--- src/rtl/ssm_pkg.sv ---
// constants, field layouts and types of the serial port block
// assumes a 32-bit apb slave port with word-aligned registers
// Contract
// - master starts exchange on buffer write
// - receive-only master keeps sampling, delivers bytes
// - rates: clk/4, /16, /64, timer/2, reload
// - msb first out, msb first in
// - first bit valid before first clock edge
// - slave shifts on external edges, flags last
// - slave keeps working during sleep, flags byte
// - daisy chain: send back bits just received
// - overwrite enable accepts writes while buffer full
// - select control only with mode 0100
// - select low: shift enabled, data out driven
// - select high: stop driving data out
// - bit counter cleared by select high or disable
// - write while busy dropped, collision flag set
// - byte done sets full; buffer read clears
package ssm_pkg;
   // register byte offsets
   localparam logic [7:0] ADDR_CTRL1 = 8'h00;
   localparam logic [7:0] ADDR_STAT = 8'h04;
   localparam logic [7:0] ADDR_CTRL3 = 8'h08;
   localparam logic [7:0] ADDR_BUF = 8'h0c;
   localparam logic [7:0] ADDR_RELOAD = 8'h10;
   localparam logic [7:0] ADDR_FLAGS = 8'h14;
   // field positions
   localparam int STAT_SMP = 7;
   localparam int STAT_CKE = 6;
   localparam int STAT_BF = 0;
   localparam int CTRL3_BUFFER_OVERWRITE_ENABLE = 4;
   localparam int FLAG_IF = 0;
   localparam int FLAG_SDOIN = 1;
   // port mode field codes
   localparam logic [3:0] MODE_DIV4 = 4'h0;
   localparam logic [3:0] MODE_DIV16 = 4'h1;
   localparam logic [3:0] MODE_DIV64 = 4'h2;
   localparam logic [3:0] MODE_TIMER = 4'h3;
   localparam logic [3:0] MODE_SLV_SEL = 4'h4;
   localparam logic [3:0] MODE_SLV_FREE = 4'h5;
   localparam logic [3:0] MODE_RELOAD = 4'ha;
   // system clocks per serial clock half period
   localparam logic [8:0] HALF_DIV4 = 9'h002;
   localparam logic [8:0] HALF_DIV16 = 9'h008;
   localparam logic [8:0] HALF_DIV64 = 9'h020;
   localparam logic [3:0] BITS_PER_BYTE = 4'h8;
   localparam logic [4:0] EDGES_PER_BYTE = 5'h10;
   typedef struct packed {
      logic write_collision_flag;
      logic ov;
      logic en;
      logic clock_polarity_bit;
      logic [3:0] mode;
   } ssm_ctrl1_t;
   localparam ssm_ctrl1_t CTRL1_RST = 8'h00;
   typedef enum logic [1:0] {
      ST_IDLE = 2'b01,
      ST_RUN = 2'b10
   } ssm_state_t;
endpackage

--- src/rtl/ssm_spi_port.sv ---
// byte-wide serial port, master or slave, with apb register access
// assumes pins arrive asynchronous; timer tick is a same-clock pulse
//
// Decided for this implementation: the APB register port and the placing of the registers.
module ssm_spi_port (
   // clock and reset
   input wire logic clock,
   input wire logic arst_n,
   // apb slave
   input wire logic psel,
   input wire logic penable,
   input wire logic pwrite,
   input wire logic [7:0] paddr,
   input wire logic [31:0] pwdata,
   output logic [31:0] prdata,
   output logic pready,
   output logic pslverr,
   // timer rate source
   input wire logic timerTick,
   // serial pins
   input wire logic sckIn,
   output logic sckOut,
   output logic sckOe,
   input wire logic sdiIn,
   output logic sdoOut,
   output logic sdoOe,
   input wire logic slaveSelectN,
   // status
   output logic portIntFlag
);
   logic [1:0] rstSync;
   logic rstN;
   always_ff @(posedge clock or negedge arst_n) begin
      if (!arst_n) rstSync <= 2'b00;
      else rstSync <= {rstSync[0], 1'b1};
   end
   assign rstN = rstSync[1];

   // pin synchronisers; third sck flop only feeds edge detection
   logic [1:0] sckS, sdiS, ssS;
   logic sckPrev;
   always_ff @(posedge clock or negedge rstN) begin
      if (!rstN) begin
         sckS <= 2'b00;
         sdiS <= 2'b00;
         ssS <= 2'b11;
         sckPrev <= 1'b0;
      end else begin
         sckS <= {sckS[0], sckIn};
         sdiS <= {sdiS[0], sdiIn};
         ssS <= {ssS[0], slaveSelectN};
         sckPrev <= sckS[1];
      end
   end

   ssm_pkg::ssm_ctrl1_t ctrl_reg, ctrl_next;
   ssm_pkg::ssm_state_t st_reg, st_next;
   logic smp_reg, smp_next, cke_reg, cke_next, bf_reg, bf_next;
   logic buffer_overwrite_enable_reg, buffer_overwrite_enable_next, flag_reg, flag_next, sdoIn_reg, sdoIn_next;
   logic [7:0] buf_reg, buf_next, sr_reg, sr_next, reload_reg, reload_next;
   logic [8:0] rate_reg, rate_next;
   logic [4:0] edge_reg, edge_next;
   logic [3:0] bit_reg, bit_next;
   logic sck_reg, sck_next, sdo_reg, sdo_next;
   logic [31:0] rd_reg, rd_next;

   logic isMaster, isSlave, selMode, selHigh, busy, halfTick, lead;
   logic acc, wrAcc, rdAcc, bufWr, bufWrOk, slvEdge, slvLead;
   logic doSample, doOut, byteDone;
   logic [8:0] halfLen;
   logic [7:0] shifted;

   assign isMaster = ctrl_reg.mode inside {ssm_pkg::MODE_DIV4,
      ssm_pkg::MODE_DIV16, ssm_pkg::MODE_DIV64, ssm_pkg::MODE_TIMER,
      ssm_pkg::MODE_RELOAD};
   assign isSlave = ctrl_reg.mode inside {ssm_pkg::MODE_SLV_SEL,
      ssm_pkg::MODE_SLV_FREE};
   assign selMode = ctrl_reg.mode == ssm_pkg::MODE_SLV_SEL;
   assign selHigh = selMode && ssS[1];
   assign busy = (st_reg == ssm_pkg::ST_RUN) || (isSlave && bit_reg != 4'h0);
   assign acc = psel && penable;
   assign wrAcc = acc && pwrite;
   assign rdAcc = acc && !pwrite;
   assign bufWr = wrAcc && paddr == ssm_pkg::ADDR_BUF;
   // full buffer blocks writes unless overwrite is enabled
   assign bufWrOk = bufWr && !busy && !ctrl_reg.write_collision_flag
      && (!bf_reg || buffer_overwrite_enable_reg);

   // last count of a half period; 2*(n+1)-1 still fits 9 bits at n=255
   always_comb begin
      unique case (ctrl_reg.mode)
         ssm_pkg::MODE_DIV16: halfLen = ssm_pkg::HALF_DIV16 - 9'h001;
         ssm_pkg::MODE_DIV64: halfLen = ssm_pkg::HALF_DIV64 - 9'h001;
         ssm_pkg::MODE_RELOAD: halfLen = {reload_reg, 1'b1};
         default: halfLen = ssm_pkg::HALF_DIV4 - 9'h001;
      endcase
   end
   assign halfTick = (st_reg == ssm_pkg::ST_RUN)
      && ((ctrl_reg.mode == ssm_pkg::MODE_TIMER) ? timerTick
      : (rate_reg >= halfLen));

   // lead edge leaves idle level; master edges at even edge_reg counts (0, 2, ...) are leading
   assign lead = !edge_reg[0];
   assign slvEdge = isSlave && ctrl_reg.en && !selHigh
      && (sckS[1] != sckPrev);
   assign slvLead = sckS[1] != ctrl_reg.clock_polarity_bit;
   always_comb begin
      doSample = 1'b0;
      doOut = 1'b0;
      if (halfTick) begin
         // late sampling applies to the trailing edge with cke set
         doSample = cke_reg ? (lead != smp_reg) : !lead;
         doOut = cke_reg ? !lead : lead;
      end else if (slvEdge) begin
         doSample = cke_reg ? slvLead : !slvLead;
         doOut = !doSample;
      end
   end
   assign shifted = {sr_reg[6:0], sdiS[1]};
   assign byteDone = halfTick ? (edge_reg == ssm_pkg::EDGES_PER_BYTE - 5'h01)
      : (doSample && bit_reg == ssm_pkg::BITS_PER_BYTE - 4'h1);

   always_comb begin
      ctrl_next = ctrl_reg;
      st_next = st_reg;
      smp_next = smp_reg;
      cke_next = cke_reg;
      bf_next = bf_reg;
      buffer_overwrite_enable_next = buffer_overwrite_enable_reg;
      flag_next = flag_reg;
      sdoIn_next = sdoIn_reg;
      buf_next = buf_reg;
      sr_next = sr_reg;
      reload_next = reload_reg;
      rate_next = rate_reg;
      edge_next = edge_reg;
      bit_next = bit_reg;
      sck_next = sck_reg;
      sdo_next = sdo_reg;
      rd_next = rd_reg;
      // register writes; hardware sets below take priority
      if (wrAcc) begin
         unique case (paddr)
            ssm_pkg::ADDR_CTRL1: ctrl_next = pwdata[7:0];
            ssm_pkg::ADDR_STAT: begin
               smp_next = pwdata[ssm_pkg::STAT_SMP];
               cke_next = pwdata[ssm_pkg::STAT_CKE];
            end
            ssm_pkg::ADDR_CTRL3: buffer_overwrite_enable_next = pwdata[ssm_pkg::CTRL3_BUFFER_OVERWRITE_ENABLE];
            ssm_pkg::ADDR_RELOAD: reload_next = pwdata[7:0];
            ssm_pkg::ADDR_FLAGS: begin
               flag_next = flag_reg && pwdata[ssm_pkg::FLAG_IF];
               sdoIn_next = pwdata[ssm_pkg::FLAG_SDOIN];
            end
            default: ;
         endcase
      end
      if (rdAcc && paddr == ssm_pkg::ADDR_BUF) bf_next = 1'b0;
      if (bufWr && !bufWrOk) ctrl_next.write_collision_flag = 1'b1;
      if (bufWrOk) begin
         buf_next = pwdata[7:0];
         sr_next = pwdata[7:0];
         sdo_next = pwdata[7];
         if (isMaster && ctrl_reg.en) begin
            st_next = ssm_pkg::ST_RUN;
            rate_next = 9'h000;
            edge_next = 5'h00;
            sck_next = ctrl_reg.clock_polarity_bit;
         end
      end
      if (st_reg == ssm_pkg::ST_RUN) begin
         rate_next = halfTick ? 9'h000 : rate_reg + 9'h001;
         if (halfTick) begin
            sck_next = !sck_reg;
            edge_next = edge_reg + 5'h01;
         end
      end
      if (doSample) begin
         sr_next = shifted;
         bit_next = bit_reg + 4'h1;
      end
      if (doOut) sdo_next = doSample ? shifted[7] : sr_reg[7];
      if (byteDone) begin
         bit_next = 4'h0;
         st_next = ssm_pkg::ST_IDLE;
         sck_next = ctrl_reg.clock_polarity_bit;
         flag_next = 1'b1;
         if (bf_reg && !(rdAcc && paddr == ssm_pkg::ADDR_BUF)
            && isSlave) begin
            ctrl_next.ov = 1'b1;
         end else begin
            buf_next = doSample ? shifted : sr_reg;
            bf_next = 1'b1;
         end
      end
      // select high or disable drops any partial byte
      if (selHigh || !ctrl_reg.en) begin
         bit_next = 4'h0;
         if (!ctrl_reg.en) st_next = ssm_pkg::ST_IDLE;
      end
      if (!isMaster || !ctrl_reg.en) sck_next = ctrl_reg.clock_polarity_bit;
      // read data captured in the setup phase
      if (psel && !penable) begin
         unique case (paddr)
            ssm_pkg::ADDR_CTRL1: rd_next = {24'h000000, ctrl_reg};
            ssm_pkg::ADDR_STAT: rd_next = {24'h000000, smp_reg, cke_reg,
               5'h00, bf_reg};
            ssm_pkg::ADDR_CTRL3: rd_next = {27'h0000000, buffer_overwrite_enable_reg, 4'h0};
            ssm_pkg::ADDR_BUF: rd_next = {24'h000000, buf_reg};
            ssm_pkg::ADDR_RELOAD: rd_next = {24'h000000, reload_reg};
            ssm_pkg::ADDR_FLAGS: rd_next = {30'h00000000, sdoIn_reg,
               flag_reg};
            default: rd_next = 32'h00000000;
         endcase
      end
   end

   always_ff @(posedge clock or negedge rstN) begin
      if (!rstN) begin
         ctrl_reg <= ssm_pkg::CTRL1_RST;
         st_reg <= ssm_pkg::ST_IDLE;
         smp_reg <= 1'b0;
         cke_reg <= 1'b0;
         bf_reg <= 1'b0;
         buffer_overwrite_enable_reg <= 1'b0;
         flag_reg <= 1'b0;
         sdoIn_reg <= 1'b0;
         buf_reg <= 8'h00;
         sr_reg <= 8'h00;
         reload_reg <= 8'h00;
         rate_reg <= 9'h000;
         edge_reg <= 5'h00;
         bit_reg <= 4'h0;
         sck_reg <= 1'b0;
         sdo_reg <= 1'b0;
         rd_reg <= 32'h00000000;
      end else begin
         ctrl_reg <= ctrl_next;
         st_reg <= st_next;
         smp_reg <= smp_next;
         cke_reg <= cke_next;
         bf_reg <= bf_next;
         buffer_overwrite_enable_reg <= buffer_overwrite_enable_next;
         flag_reg <= flag_next;
         sdoIn_reg <= sdoIn_next;
         buf_reg <= buf_next;
         sr_reg <= sr_next;
         reload_reg <= reload_next;
         rate_reg <= rate_next;
         edge_reg <= edge_next;
         bit_reg <= bit_next;
         sck_reg <= sck_next;
         sdo_reg <= sdo_next;
         rd_reg <= rd_next;
      end
   end

   assign prdata = rd_reg;
   assign pready = 1'b1;
   assign pslverr = acc && !(paddr inside {ssm_pkg::ADDR_CTRL1,
      ssm_pkg::ADDR_STAT, ssm_pkg::ADDR_CTRL3, ssm_pkg::ADDR_BUF,
      ssm_pkg::ADDR_RELOAD, ssm_pkg::ADDR_FLAGS});
   assign sckOut = sck_reg;
   assign sckOe = ctrl_reg.en && isMaster;
   assign sdoOut = sdo_reg;
   // select release lags the pin by the two synchroniser cycles
   assign sdoOe = ctrl_reg.en && !sdoIn_reg && (isMaster
      || (isSlave && !selHigh));
   assign portIntFlag = flag_reg;

   property p_start;
      @(posedge clock) disable iff (!rstN)
      bufWrOk && isMaster && ctrl_reg.en |=> st_reg == ssm_pkg::ST_RUN;
   endproperty
   a_start: assert property (p_start) else $error("no start");
   property p_done;
      @(posedge clock) disable iff (!rstN)
      halfTick && edge_reg == 5'h0f |=> bf_reg && flag_reg
         && st_reg == ssm_pkg::ST_IDLE;
   endproperty
   a_done: assert property (p_done) else $error("no delivery");
   property p_rate4;
      @(posedge clock) disable iff (!rstN)
      halfTick && ctrl_reg.mode == ssm_pkg::MODE_DIV4 && edge_reg < 5'h0e
         |=> !halfTick ##1 halfTick;
   endproperty
   a_rate4: assert property (p_rate4) else $error("bad rate");
   property p_msb;
      @(posedge clock) disable iff (!rstN)
      bufWrOk |=> sdoOut == $past(pwdata[7]) && sckOut == ctrl_reg.clock_polarity_bit;
   endproperty
   a_msb: assert property (p_msb) else $error("msb not out");
   property p_slvdone;
      @(posedge clock) disable iff (!rstN)
      slvEdge && doSample && bit_reg == 4'h7 |=> flag_reg && bit_reg == 4'h0;
   endproperty
   a_slvdone: assert property (p_slvdone) else $error("no flag");
   property p_chain;
      @(posedge clock) disable iff (!rstN)
      slvEdge && byteDone && !bf_reg |=> buf_reg == sr_reg;
   endproperty
   a_chain: assert property (p_chain) else $error("chain");
   property p_overw;
      @(posedge clock) disable iff (!rstN)
      bufWr && buffer_overwrite_enable_reg && !busy && !ctrl_reg.write_collision_flag
         |=> sr_reg == $past(pwdata[7:0]);
   endproperty
   a_overw: assert property (p_overw) else $error("overwrite");
   property p_free;
      @(posedge clock) disable iff (!rstN)
      ctrl_reg.en && ctrl_reg.mode == ssm_pkg::MODE_SLV_FREE && !sdoIn_reg
         |-> sdoOe;
   endproperty
   a_free: assert property (p_free) else $error("select used");
   property p_selout;
      @(posedge clock) disable iff (!rstN)
      selMode && $rose(ssS[1]) |-> !sdoOe;
   endproperty
   a_selout: assert property (p_selout) else $error("still driving");
   property p_clr;
      @(posedge clock) disable iff (!rstN)
      !ctrl_reg.en |=> bit_reg == 4'h0 && st_reg == ssm_pkg::ST_IDLE;
   endproperty
   a_clr: assert property (p_clr) else $error("count kept");
   property p_coll;
      @(posedge clock) disable iff (!rstN)
      bufWr && busy |=> ctrl_reg.write_collision_flag && $stable(buf_reg);
   endproperty
   a_coll: assert property (p_coll) else $error("no collision");
   property p_rdclr;
      @(posedge clock) disable iff (!rstN)
      rdAcc && paddr == ssm_pkg::ADDR_BUF && !byteDone |=> !bf_reg;
   endproperty
   a_rdclr: assert property (p_rdclr) else $error("full kept");
   property p_part;
      @(posedge clock) disable iff (!rstN)
      selHigh && bit_reg != 4'h0 |=> bit_reg == 4'h0 && $stable(buf_reg);
   endproperty
   a_part: assert property (p_part) else $error("partial kept");
   c_master: cover property (@(posedge clock) disable iff (!rstN)
      halfTick && byteDone);
   c_slave: cover property (@(posedge clock) disable iff (!rstN)
      slvEdge && byteDone);
   c_coll: cover property (@(posedge clock) disable iff (!rstN)
      bufWr && busy);
   c_abort: cover property (@(posedge clock) disable iff (!rstN)
      selHigh && bit_reg != 4'h0);
endmodule

--- config.mk ---
export PLATFORM = sky130hd
export DESIGN_NAME = ssm_spi_port
export DESIGN_NICKNAME = d
export VERILOG_FILES = /design/src/rtl/ssm_pkg.sv /design/src/rtl/ssm_spi_port.sv
export SDC_FILE = /design/constraint.sdc
export NUM_CORES = 1
export LEC_CHECK = 0
export BUFFER_PORTS_ARGS = -buffer_cell sky130_fd_sc_hd__buf_2
export CAP_MARGIN = 20
export CORE_MARGIN = 2
export CORE_UTILIZATION = 60
export DETAILED_ROUTE_END_ITERATION = 10
export PLACE_DENSITY = 0.89
export SLEW_MARGIN = 20
export SYNTH_ARGS = -nofsm -noshare
export SYNTH_HDL_FRONTEND = slang
export SYNTH_SLANG_ARGS = --single-unit
--- constraint.sdc ---
create_clock -name clock -period 7.11 [get_ports clock]
set_input_delay 0.3555 -clock clock [delete_from_list [all_inputs] [get_ports clock]]
set_output_delay 0.3555 -clock clock [all_outputs]
set_load 0.01 [all_outputs]
# After elaboration in Yosys (flattened, before gate mapping)
# Index checks and enable logic that the tools add are counted.
[word_totals]
register_bits = 101
out_inout_bits = 39
elab_cells = 169
[op_classes]
addsub = 3
order_cmp = 1
eq_ne = 17
mux = 53
n_reduce_logical = 69
[op_table]
columns = ["operator", "n"]
rows = [
  ["8-bit 2-to-1 mux", 8],
  ["8-bit case mux with 6 select lines", 1],
  ["9-bit 2-to-1 mux", 4],
  ["1-bit 2-to-1 mux", 27],
  ["9-bit case mux with 3 select lines", 1],
  ["1-bit logical AND", 25],
  ["5-bit 2-to-1 mux", 4],
  ["2-bit nonzero test", 9],
  ["8-bit by 4-bit equality test with 1-bit output (second input constant)", 2],
  ["8-bit by 5-bit equality test with 1-bit output (second input constant)", 2],
  ["1-bit zero test", 16],
  ["2-bit AND reduction", 8],
  ["4-bit by 3-bit equality test with 1-bit output (second input constant)", 3],
  ["4-bit 2-to-1 mux", 3],
  ["2-bit 2-to-1 mux", 5],
  ["9-bit by 1-bit adder with 9-bit output (second input constant)", 1],
  ["9-bit >= comparator", 1],
  ["4-bit by 2-bit equality test with 1-bit output (second input constant)", 2],
  ["8-bit by 3-bit equality test with 1-bit output (second input constant)", 1],
  ["8-bit zero test", 1],
  ["6-bit nonzero test", 1],
  ["5-bit by 1-bit adder with 5-bit output (second input constant)", 1],
  ["5-bit by 4-bit equality test with 1-bit output (second input constant)", 1],
  ["1-bit logical OR", 5],
  ["9 further kinds", 11],
]

# Logic depth before layout (Yosys ltp)
# Gate-level depths: netlist of the first run.
[depth]
ltp_word = 13
ltp_mapped = 13

# Worst setup path before layout of the first run
# No wires, ideal clock.
[synth_path]
path_kind = "register -> register"
from = "register ctrl_reg[2] in the netlist's numbering"
to = "register buf_reg[5]"
setup_ns = 0.127
t_arrival_ns = 2.954
required_ns = 6.983
slack_ns = 4.029
path_stages_with_launch = 13
n_path_buf = 2
synth_period_minus_slack_ns = 3.081
path_cell_list = "dfrtp_1 > clkbuf_1 > nor3_1 > nand2_1 > ha_1 > and4_1 > and2_1 > a211oi_2 > nor3b_4 > mux2i_4 > buf_6 > mux2i_1 > mux2i_1"
[synth_between]
elab_chain_cells = 11
[synth_lines]
columns = ["item", "line_no", "text"]
rows = [
  ["start: declaration", "ssm_spi_port.sv:56", "ssm_pkg::ssm_ctrl1_t ctrl_reg, ctrl_next;"],
  ["start signal: assignment", "ssm_spi_port.sv:220", "ctrl_reg <= ssm_pkg::CTRL1_RST;"],
  ["start signal: assignment", "ssm_spi_port.sv:238", "ctrl_reg <= ctrl_next;"],
  ["parallel branches: the longest is 10 deep, another holds 9-bit >= comparator", "-", ""],
  ["8-bit 2-to-1 mux (*)", "ssm_spi_port.sv:183", "if (byteDone) begin"],
  ["via buf_next[5]", "ssm_spi_port.sv:60", "logic [7:0] buf_reg, buf_next, sr_reg, sr_next, reload_reg, reload_next;"],
  ["end signal: assignment", "ssm_spi_port.sv:246", "buf_reg <= buf_next;"],
  ["end: declaration", "ssm_spi_port.sv:60", ""],
]
# Mark *: on every way through the listed nets, which the timed path passes.
# A chain may end at the register's enable or synchronous reset.

# Final worst setup path of the first run
[layout_path]
from = "register ctrl_reg[0] in the netlist's numbering"
to = "register buf_reg[2]"
# Same word-level chain as after synthesis.

==> results.toml, run 1 <==
[run_status]
outcome = "finished, final reports clean"

[synth]
synthTopCellsByArea = "dfrtp_1 42%, mux2i_1 8.0%, buf_4 4.6%"
syn-cell-area_sq_um = 4370
synth.distinct_cells = 60
ys_ff_latch = 77
syn_inst = 420
synth_common_cells = "74 x dfrtp_1, 41 x nand2_1, 35 x mux2i_1, 33 x o21ai_0, 27 x buf_4"
synth_edf_count = 0
synth_top_area_share_pct = 42.4
ys_warn_count = 0
avgSynthCellArea_sq_um = 10.4
yosysTopAreaCell = "dfrtp_1"
yosysSeqAreaShare_pct = 44.2
yosysMostFrequentCell = "dfrtp_1"
synth_top_flop_cell = "dfrtp_1"
synthArstFlopShare_pct = 100

[clock_network]
hold_buffers = 1
cts-buffers-inserted = 9
worstSkewPairLatency_ns = 0.35
clk_pin_slew_ns = 0.08
htreeDepth = 3
postCtsSetupBuffers = 0
clkSinkCount = 77
cts_resized = 0
cts_buffer_depth = 2
cts-root-buf = "clkbuf_8"
cts_tree = "built"

[detailed_routing]
postRouteAntennaNets = 0
wl_microns = 9270
drt_pass1_iterations = 6
drt_iter0_markers = 372
drc = 0
dr_total_vias = 3309
wl_per_cell_microns = 16.5
via_per_inst = 5.88

[placed_design]
pre_cts_ws_ns = 3.13
io_buffer_count = 38
gp_congestion = 0.889
dp_hpwl_microns = 6630

[pwr]
vdd_ir_drop_max_uv = 148
p_int_w = 0.000646
clkPwrFrac_pct = 41.4
switching_share_pct = 23.0
p_comb_share_pct = 5.1
seq_power_share_pct = 53.5
power_leakage_nw = 2.29
p_per_area_nw_per_um2 = 176
p_switching_w = 0.000193

[worst_hold_path]
hp-class = "in2reg"
min_to = "ssS[0]"
hold_path.startpoint = "slaveSelectN"
worstHoldPathCells = 1

[cells_and_area]
syn2layout_area_growth_pct = 8.94
num_antenna_cells = 0
drive_gt1_share_pct = 20.7
layout.nets = 521
largest_reg_flops = 9

[sta]
final_hold_viol_count = 0
period_needed_ns = 4.02
drv_slew = 0
period_share_pct = 56.6
fmax_mhz = 249
worst_slew_pin_slew_ns = 0.925
rsz0062_at_grt = "false"
setup_viol = 0
skew_ns = 0.00720
setup_tns_ns = 0
slew_headroom_pct = 38.3
setup_ws_ns = 3.09

[critical_path]
worst-setup-path-type = "reg2reg"
cp-start-kind = "flop"
cp_max_fo = 25
regToRegSetupSlack_ns = 3.09
worstReg2RegEnd = "buf_reg[2]"
end_kind = "flop"
critPathArrivalTime_ns = 4.25
required_ns = 7.34
rr_worst_depth = 11
cp_num_buf_inv = 0
reg2reg_from = "ctrl_reg[0]"
critical_path.top_delay_family = "simple AND/OR/NAND/NOR gates"
worstPathCellList = "nand2b_1, nor3_1, nand2_1, ha_1, a21oi_1, a21boi_0, a211oi_2, nor3b_4, mux2i_4, mux2i_1, mux2i_1"
slowest_delay_ns = 0.79
slowest_stage = "mux2i_4"
cpMostUsedCell = "mux2i_1"

[global_routing]
antenna_found_initial = 0
grt_max_degree = 76
grt_usage_pct = 24.2
gr-total-overflow = 0
grt_pass1_vias = 3018
grt_pass1_wl_microns = 14600

[die]
io_pins = 88
rows = 31
die_area_sq_um = 7970
die-width_microns = 89.3
die_h_microns = 89.3
core-area_sq_um = 7140
initial_core_util_pct = 61.2

[job]
cap_violations = 0
-- worst max path at each step --
stage           startpoint         end  slack (ns)  cells after the start
2_1_floorplan  ctrl_reg[2]  buf_reg[5]        4.03                     12
3_3_place_gp   ctrl_reg[0]  buf_reg[4]        3.28                     12
3_5_place_dp   ctrl_reg[0]  buf_reg[2]        3.13                     12
4_1_cts        ctrl_reg[0]  buf_reg[2]        3.13                     12
5_1_grt        ctrl_reg[0]  buf_reg[4]        2.85                     11
6_report       ctrl_reg[0]  buf_reg[2]        3.09                     11
-- placed cells by master (no fill, tap or decap), types with 3 or more instances in the layout --
cell	Yosys	final
nor3b_4	3	3
inv_1	10	10
xor2_1	4	4
dfstp_2	3	3
a22o_1	3	3
mux2i_1	35	35
nor2_1	15	15
a21boi_0	3	3
mux2_2	9	9
mux2_4	8	8
conb_1	2	26
a21oi_1	23	23
clkinv_2	0	3
nand3_1	10	10
and3_1	7	7
a31oi_1	3	3
clkbuf_8	0	12
ha_1	13	13
or2_2	3	3
o21ai_1	12	12
o21ai_0	33	33
nor3_1	6	6
a222oi_1	4	4
o31ai_1	3	3
o211ai_1	3	3
dfrtp_1	74	73
buf_2	2	38
nand2_1	41	41
nand2b_1	7	7
nor2b_1	12	12
-- layout make-up --
| type | instances | area, sq um |
|---|---|---|
| Fill cell | 559 | 2380 |
| Multi-Input combinational cell | 320 | 2240 |
| Sequential cell | 77 | 1930 |
| Timing Repair Buffer | 41 | 215 |
| Clock buffer | 12 | 165 |
| Tap cell | 99 | 124 |
| Clock inverter | 4 | 45.0 |
| Inverter | 10 | 37.5 |
-- per-layer routing --
metal	vias to the layer above	track usage (%)	part of all wire [%]
li1	1526	-	-
met1	1594	33.5	44
met2	164	37.7	46
met3	25	3.51	7.2
met4	0	11.7	2.8
met5	-	0	0
-- power groups by stage --
stage               sequential, W  combinational (W)  clock [W]
finish                   0.000449          0.0000429   0.000347
global route             0.000450          0.0000489   0.000373
CTS                      0.000449          0.0000430   0.000352
detailed placement       0.000457          0.0000423          0
global placement         0.000457          0.0000408          0
floorplan                0.000462          0.0000301          0
-- cells by family after synthesis --
group | synth area share [%]
AOI/OAI and AO/OA | 13.4
xor gates and xnor gates | 1.20
adders and majority gates | 3.73
buffers and inverters | 6.59
DFF | 44.2
muxes | 14.1
other | 0.172
and+or+nand+nor | 16.5
-- per-stage QoR --
stage               std cells  utilization [%]  instance area, sq um  hold WS (ns)  power [W]
floorplan                 444                -                  4460        0.0599   0.000492
global placement          546             63.6                  4540         0.141   0.000498
detailed placement        546             63.6                  4540         0.142   0.000500
CTS                       563             66.6                  4760        0.0867   0.000844
global route              563             66.6                  4760        0.0764   0.000871
finish                    563             66.6                  4760        0.0932   0.000839
Note: power is estimated with default switching activity, not from simulation.
==> inputs of run 2 (changes only) <==
--- a/config.mk
+++ b/config.mk
@@ -5,12 +5,13 @@
 export SDC_FILE = /design/constraint.sdc
 export NUM_CORES = 1
 export LEC_CHECK = 0
+export ABC_AREA = 1
 export BUFFER_PORTS_ARGS = -buffer_cell sky130_fd_sc_hd__buf_2
 export CAP_MARGIN = 20
 export CORE_MARGIN = 2
-export CORE_UTILIZATION = 60
+export CORE_UTILIZATION = 56
 export DETAILED_ROUTE_END_ITERATION = 10
-export PLACE_DENSITY = 0.89
+export PLACE_DENSITY = 0.84
 export SLEW_MARGIN = 20
 export SYNTH_ARGS = -nofsm -noshare
 export SYNTH_HDL_FRONTEND = slang
==> constraint.sdc (replaced) <==
create_clock -name clock -period 3.8 [get_ports clock]
set_input_delay 0.19 -clock clock [delete_from_list [all_inputs] [get_ports clock]]
set_output_delay 0.19 -clock clock [all_outputs]
set_load 0.01 [all_outputs]
==> run 2 against run 1 <==
Effect of this change: critical path depth grew 6; critical path type unchanged; synthesized area grew 0.83%; synthesized cell count grew 36%; clock power grew 74%; critical endpoint is now buf_reg[7]; sequential power grew 88%; clock-buffer cell count shrank 3; flip-flop and latch count is the same; via count grew 18%.
==> results.toml, run 2 <==
[run_status]
outcome = "finished, final reports clean"

[cells_and_area]
multi_input_area_sq_um = 2070
largest_reg_flops = 9
mostFrequentLayoutCell = "nand2_1"
drive_gt1_share_pct = 13.8
final_area_sq_um = 4820
layout.area.seq_sq_um = 1930
finalNonFillerCells = 725
layout.nets = 680
layout_common_cells = "187 x nand2_1, 73 x dfrtp_1, 66 x inv_1"
syn2layout_area_growth_pct = 9.58
num_antenna_cells = 0
fillers = 684

[placed_design]
io_buffer_count = 38
place_area_sq_um = 4590
dp_hpwl_microns = 7970
gp_congestion = 0.946
placedCellCount = 705

[pwr]
p_per_area_nw_per_um2 = 316
power_leakage_nw = 2.51
total_power_w = 0.00153
vdd_ir_drop_max_uv = 279

[sta]
setup_tns_ns = 0
period_needed_ns = 3.21
final_hold_viol_count = 0
drv_slew = 0
rsz0062_at_grt = "false"
skew_ns = 0.00607
fmax_mhz = 311
worst_slew_pin_slew_ns = 0.695
period_share_pct = 84.5
setup_viol = 0
holdWs_ns = 0.109
slew_headroom_pct = 53.3

[synth]
yosysTopAreaCell = "dfrtp_1"
synth.distinct_cells = 47
synthTopCellsByArea = "dfrtp_1 42%, nand2_1 16%, o21ai_0 5.9%"
yosysSeqAreaShare_pct = 43.9
synth_top_flop_cell = "dfrtp_1"
syn_inst = 570
synth_edf_count = 0
ys_ff_latch = 77
synth_top_area_share_pct = 42.1
ys_warn_count = 0
syn-cell-area_sq_um = 4400
synth_common_cells = "187 x nand2_1, 74 x dfrtp_1, 66 x inv_1, 52 x o21ai_0, 26 x nor2_1"
avgSynthCellArea_sq_um = 7.72
yosysMostFrequentCell = "nand2_1"
synthArstFlopShare_pct = 100

[detailed_routing]
via_per_inst = 5.40
dr_total_vias = 3918
wl_per_cell_microns = 14.3
drt_iter0_markers = 274
drt_pass1_iterations = 6
wl_microns = 10300
drc = 0
postRouteAntennaNets = 0

[clock_network]
worstSkewPairLatency_ns = 0.36
cts_tree = "built"
clk_pin_slew_ns = 0.08
hold_buffers = 4
cts-root-buf = "clkbuf_8"
htreeDepth = 3
clkSinkCount = 77
cts-buffers-inserted = 9
cts_buffer_depth = 2
cts_resized = 0
postCtsSetupBuffers = 0

[critical_path]
critPathArrivalTime_ns = 3.51
rr_worst_depth = 17
slowest_delay_ns = 0.55
worst-setup-path-type = "reg2reg"
worstPathCellList = "inv_1, nand2_1, nor3_1, a21oi_1, ha_1, nand2_1, nor2_1, nand2_1, nand3_1, nand2_1, nand2_2, nand4_2, nand2_4, nand2_1, nand2_1, nand2_1, nand2_1"
slowest_stage = "nor3_1"
cpMostUsedCell = "nand2_1"
cp-start-kind = "flop"
end_kind = "flop"
cp_max_fo = 13
required_ns = 4.10

[die]
die_h_microns = 92.7
initial_core_util_pct = 57.3
rows = 32
io_pins = 88
die_area_sq_um = 8580
die-width_microns = 92.7
core-area_sq_um = 7690

[job]
cap_violations = 0

[global_routing]
gr-total-overflow = 0
grt_max_degree = 49
grt_pass1_wl_microns = 17700
grt_usage_pct = 26.6
antenna_found_initial = 0
grt_pass1_vias = 3747

[worst_hold_path]
worstHoldPathCells = 3
hp-class = "in2reg"
run 2: kinds of logic after synthesis:
kind of cell / Yosys count / synth area share (%)
xor+xnor: 11 / 2.19
simple gates: 277 / 27.5
flops: 77 / 43.9
compound gates: 91 / 11.5
other cells: 2 / 0.171
buf+inv: 99 / 11.1
fa+ha+maj: 13 / 3.70
run 2: metal layers:
layer / GRT usage, % / routed length [microns] / up-vias
met5: 0 / 0 / -
met4: 12.0 / 386 / 0
met3: 6.92 / 819 / 40
met2: 41.0 / 4750 / 184
met1: 35.5 / 4390 / 1818
li1: - / - / 1876
run 2: critical path: cells and delay by family, from the launching register on:
family	cells	cell delay [ns]
and+or+nand+nor	14	2.07
buffers and inverters	1	0.15
adders and majority gates	1	0.33
AOI/OAI and AO/OA	1	0.15
DFF	1	0.44
run 2: area by class of cell:
class,instances,share of cell area (%)
well taps,102,2.65
inverters,68,5.29
clock inverters,7,1.37
multi-input cells,418,42.9
clock buffers,9,2.57
flip-flops and latches,77,40.1
repair buffers,44,5.08
run 2: report_power, final:
group	switching [W]	internal, W
registers	0.0000161	0.000829
logic	0.0000516	0.0000239
clock network	0.000305	0.000299
total	0.000373	0.00115
run 2: through the flow:
step           utilization (%)  setup WS, ns
6_report                  62.7         0.587
5_1_grt                   62.7         0.214
4_1_cts                   62.7         0.638
3_5_place_dp              59.7         0.672
3_3_place_gp              59.7         0.795
2_1_floorplan                -          1.29
run 2: path summary, 6_finish.rpt:
kind | from | end | slack (ns)
worst max-delay path | ctrl_reg[0] | buf_reg[7] | 0.59
worst min-delay path | pwdata[1] | sdoIn_reg | 0.11
worst max register to register | ctrl_reg[0] | buf_reg[7] | 0.59
worst min register to register | rstSync[1] | reload_reg[1] | 0.35
max in group asynchronous | rstSync[1] | bit_reg[1] | 2.80
min in group asynchronous | arst_n | rstSync[1] | 0.13
==> inputs of run 3 (changes only) <==
--- a/config.mk
+++ b/config.mk
@@ -9,9 +9,9 @@
 export BUFFER_PORTS_ARGS = -buffer_cell sky130_fd_sc_hd__buf_2
 export CAP_MARGIN = 20
 export CORE_MARGIN = 2
-export CORE_UTILIZATION = 56
+export CORE_UTILIZATION = 50
 export DETAILED_ROUTE_END_ITERATION = 10
-export PLACE_DENSITY = 0.84
+export PLACE_DENSITY = 0.79
 export SLEW_MARGIN = 20
 export SYNTH_ARGS = -nofsm -noshare
 export SYNTH_HDL_FRONTEND = slang
==> constraint.sdc (replaced) <==
create_clock -name clock -period 2.75 [get_ports clock]
set_input_delay 0.1375 -clock clock [delete_from_list [all_inputs] [get_ports clock]]
set_output_delay 0.1375 -clock clock [all_outputs]
set_load 0.01 [all_outputs]
==> run 3 against run 2 <==
Effect of this change: sequential share of layout area decreased by 1.5 points; register-to-register slack got worse by 0.47 ns; global-route usage decreased by 3.4 points; flip-flop and latch count unchanged; non-clock buffer count increased by 10; core utilization decreased by 4.8 points; critical path depth increased by 1.
==> results.toml, run 3 (synthesis results as in run 2) <==
[sta]
drv_slew = 0
period_needed_ns = 2.63
slew_headroom_pct = 63.3
setup_viol = 0
final_hold_viol_count = 0
fmax_mhz = 380
period_share_pct = 95.7
worst_slew_pin_slew_ns = 0.548
setup_tns_ns = 0
skew_ns = 0.0109

[cells_and_area]
largest_reg_flops = 9
mostFrequentLayoutCell = "nand2_1"
drive_gt1_share_pct = 15.9
syn2layout_area_growth_pct = 13.6
num_antenna_cells = 0
layout.nets = 691
layout_common_cells = "185 x nand2_1, 73 x dfrtp_1, 66 x inv_1"

[pwr]
vdd_ir_drop_max_uv = 322
p_per_area_nw_per_um2 = 452
power_leakage_nw = 2.58
total_power_w = 0.00226

[global_routing]
grt_usage_pct = 23.2
grt_pass1_wl_microns = 17800
grt_max_degree = 40
grt_pass1_vias = 3696
gr-total-overflow = 0
antenna_found_initial = 0

[die]
io_pins = 88
initial_core_util_pct = 51.0
die-width_microns = 97.8
die_h_microns = 97.8
core-area_sq_um = 8640
rows = 34
die_area_sq_um = 9570

[clock_network]
cts_tree = "built"
clk_pin_slew_ns = 0.08
worstSkewPairLatency_ns = 0.37
htreeDepth = 3
clkSinkCount = 77
cts_buffer_depth = 2
cts-root-buf = "clkbuf_8"
cts-buffers-inserted = 9

[critical_path]
worst-setup-path-type = "reg2reg"
cp_max_fo = 6
required_ns = 3.06
end_kind = "flop"
critPathArrivalTime_ns = 2.94
rr_worst_depth = 18
regToRegSetupSlack_ns = 0.12
cp-start-kind = "flop"

[placed_design]
gp_congestion = 0.943
io_buffer_count = 38
dp_hpwl_microns = 8140

[detailed_routing]
drc = 0
wl_microns = 11100
dr_total_vias = 4036
drt_pass1_iterations = 5
postRouteAntennaNets = 0
wl_per_cell_microns = 15.0
drt_iter0_markers = 315
via_per_inst = 5.44

[worst_hold_path]
hp-class = "in2reg"
worstHoldPathCells = 3

[job]
cap_violations = 0

[run_status]
outcome = "finished, final reports clean"
-- run 3: final cells by class --
class,instances,area [sq um]
repair buffers,54,320
clock inverters,5,82.6
well taps,108,135
multi-input cells,419,2130
inverters,68,255
flip-flops and latches,77,1930
clock buffers,11,141
fillers,794,3640
-- run 3: where the power goes --
group | internal, W | total (W) | switching (W)
Combinational | 0.0000345 | 0.000120 | 0.0000858
Clock | 0.000540 | 0.000987 | 0.000447
Sequential | 0.00115 | 0.00116 | 0.00000958
-- run 3: critical path: stages, from the launching register on --
cell,delay [ns]
dfrtp_1,0.38
inv_1,0.13
nand2_1,0.14
nor3_2,0.12
buf_4,0.16
a21oi_1,0.08
ha_1,0.30
nand2_1,0.06
nor2_1,0.08
nand2_1,0.06
nand3_1,0.07
nand2_1,0.08
nand2_4,0.13
nand3_4,0.14
buf_4,0.17
nand2_1,0.04
o21ai_0,0.13
or2_0,0.23
nand2_1,0.07
-- run 3: worst paths after layout --
check | start | endpoint
setup / recovery | ctrl_reg[0] | sdoOut
min in group asynchronous | arst_n | rstSync[1]
setup reg to reg | ctrl_reg[0] | sdoOut
max in group asynchronous | rstSync[1] | st_reg[0]
hold reg to reg | rstSync[1] | sr_reg[2]
hold / removal | pwdata[1] | sdoIn_reg
-- run 3: per-stage QoR --
step / cell area, sq um / util, % / std cells / hold WS [ns] / worst slack (ns)
floorplan: 4490 / - / 594 / -0.158 / 0.244
global placement: 4640 / 53.8 / 717 / -0.0790 / 0.222
detailed placement: 4640 / 53.8 / 717 / -0.0756 / 0.117
CTS: 4910 / 56.8 / 737 / 0.0462 / 0.0752
global route: 5000 / 57.9 / 742 / 0.0682 / -0.0467
finish: 5000 / 57.9 / 742 / 0.0532 / 0.119
-- run 3: metal layers --
layer	share of wire [%]	vias up	global-route usage [%]
met5	0	-	0
met4	2.6	0	7.80
met3	8.4	31	4.58
met2	48	231	37.8
met1	41	1889	31.3
li1	-	1885	-
-- run 3: repair_timing --
action                                 CTS  global route
buffers inserted                         0             4
gates resized for setup                  0            11
endpoints found under the hold margin    5             0
hold buffers                             4             0
setup endpoints to repair                0            21
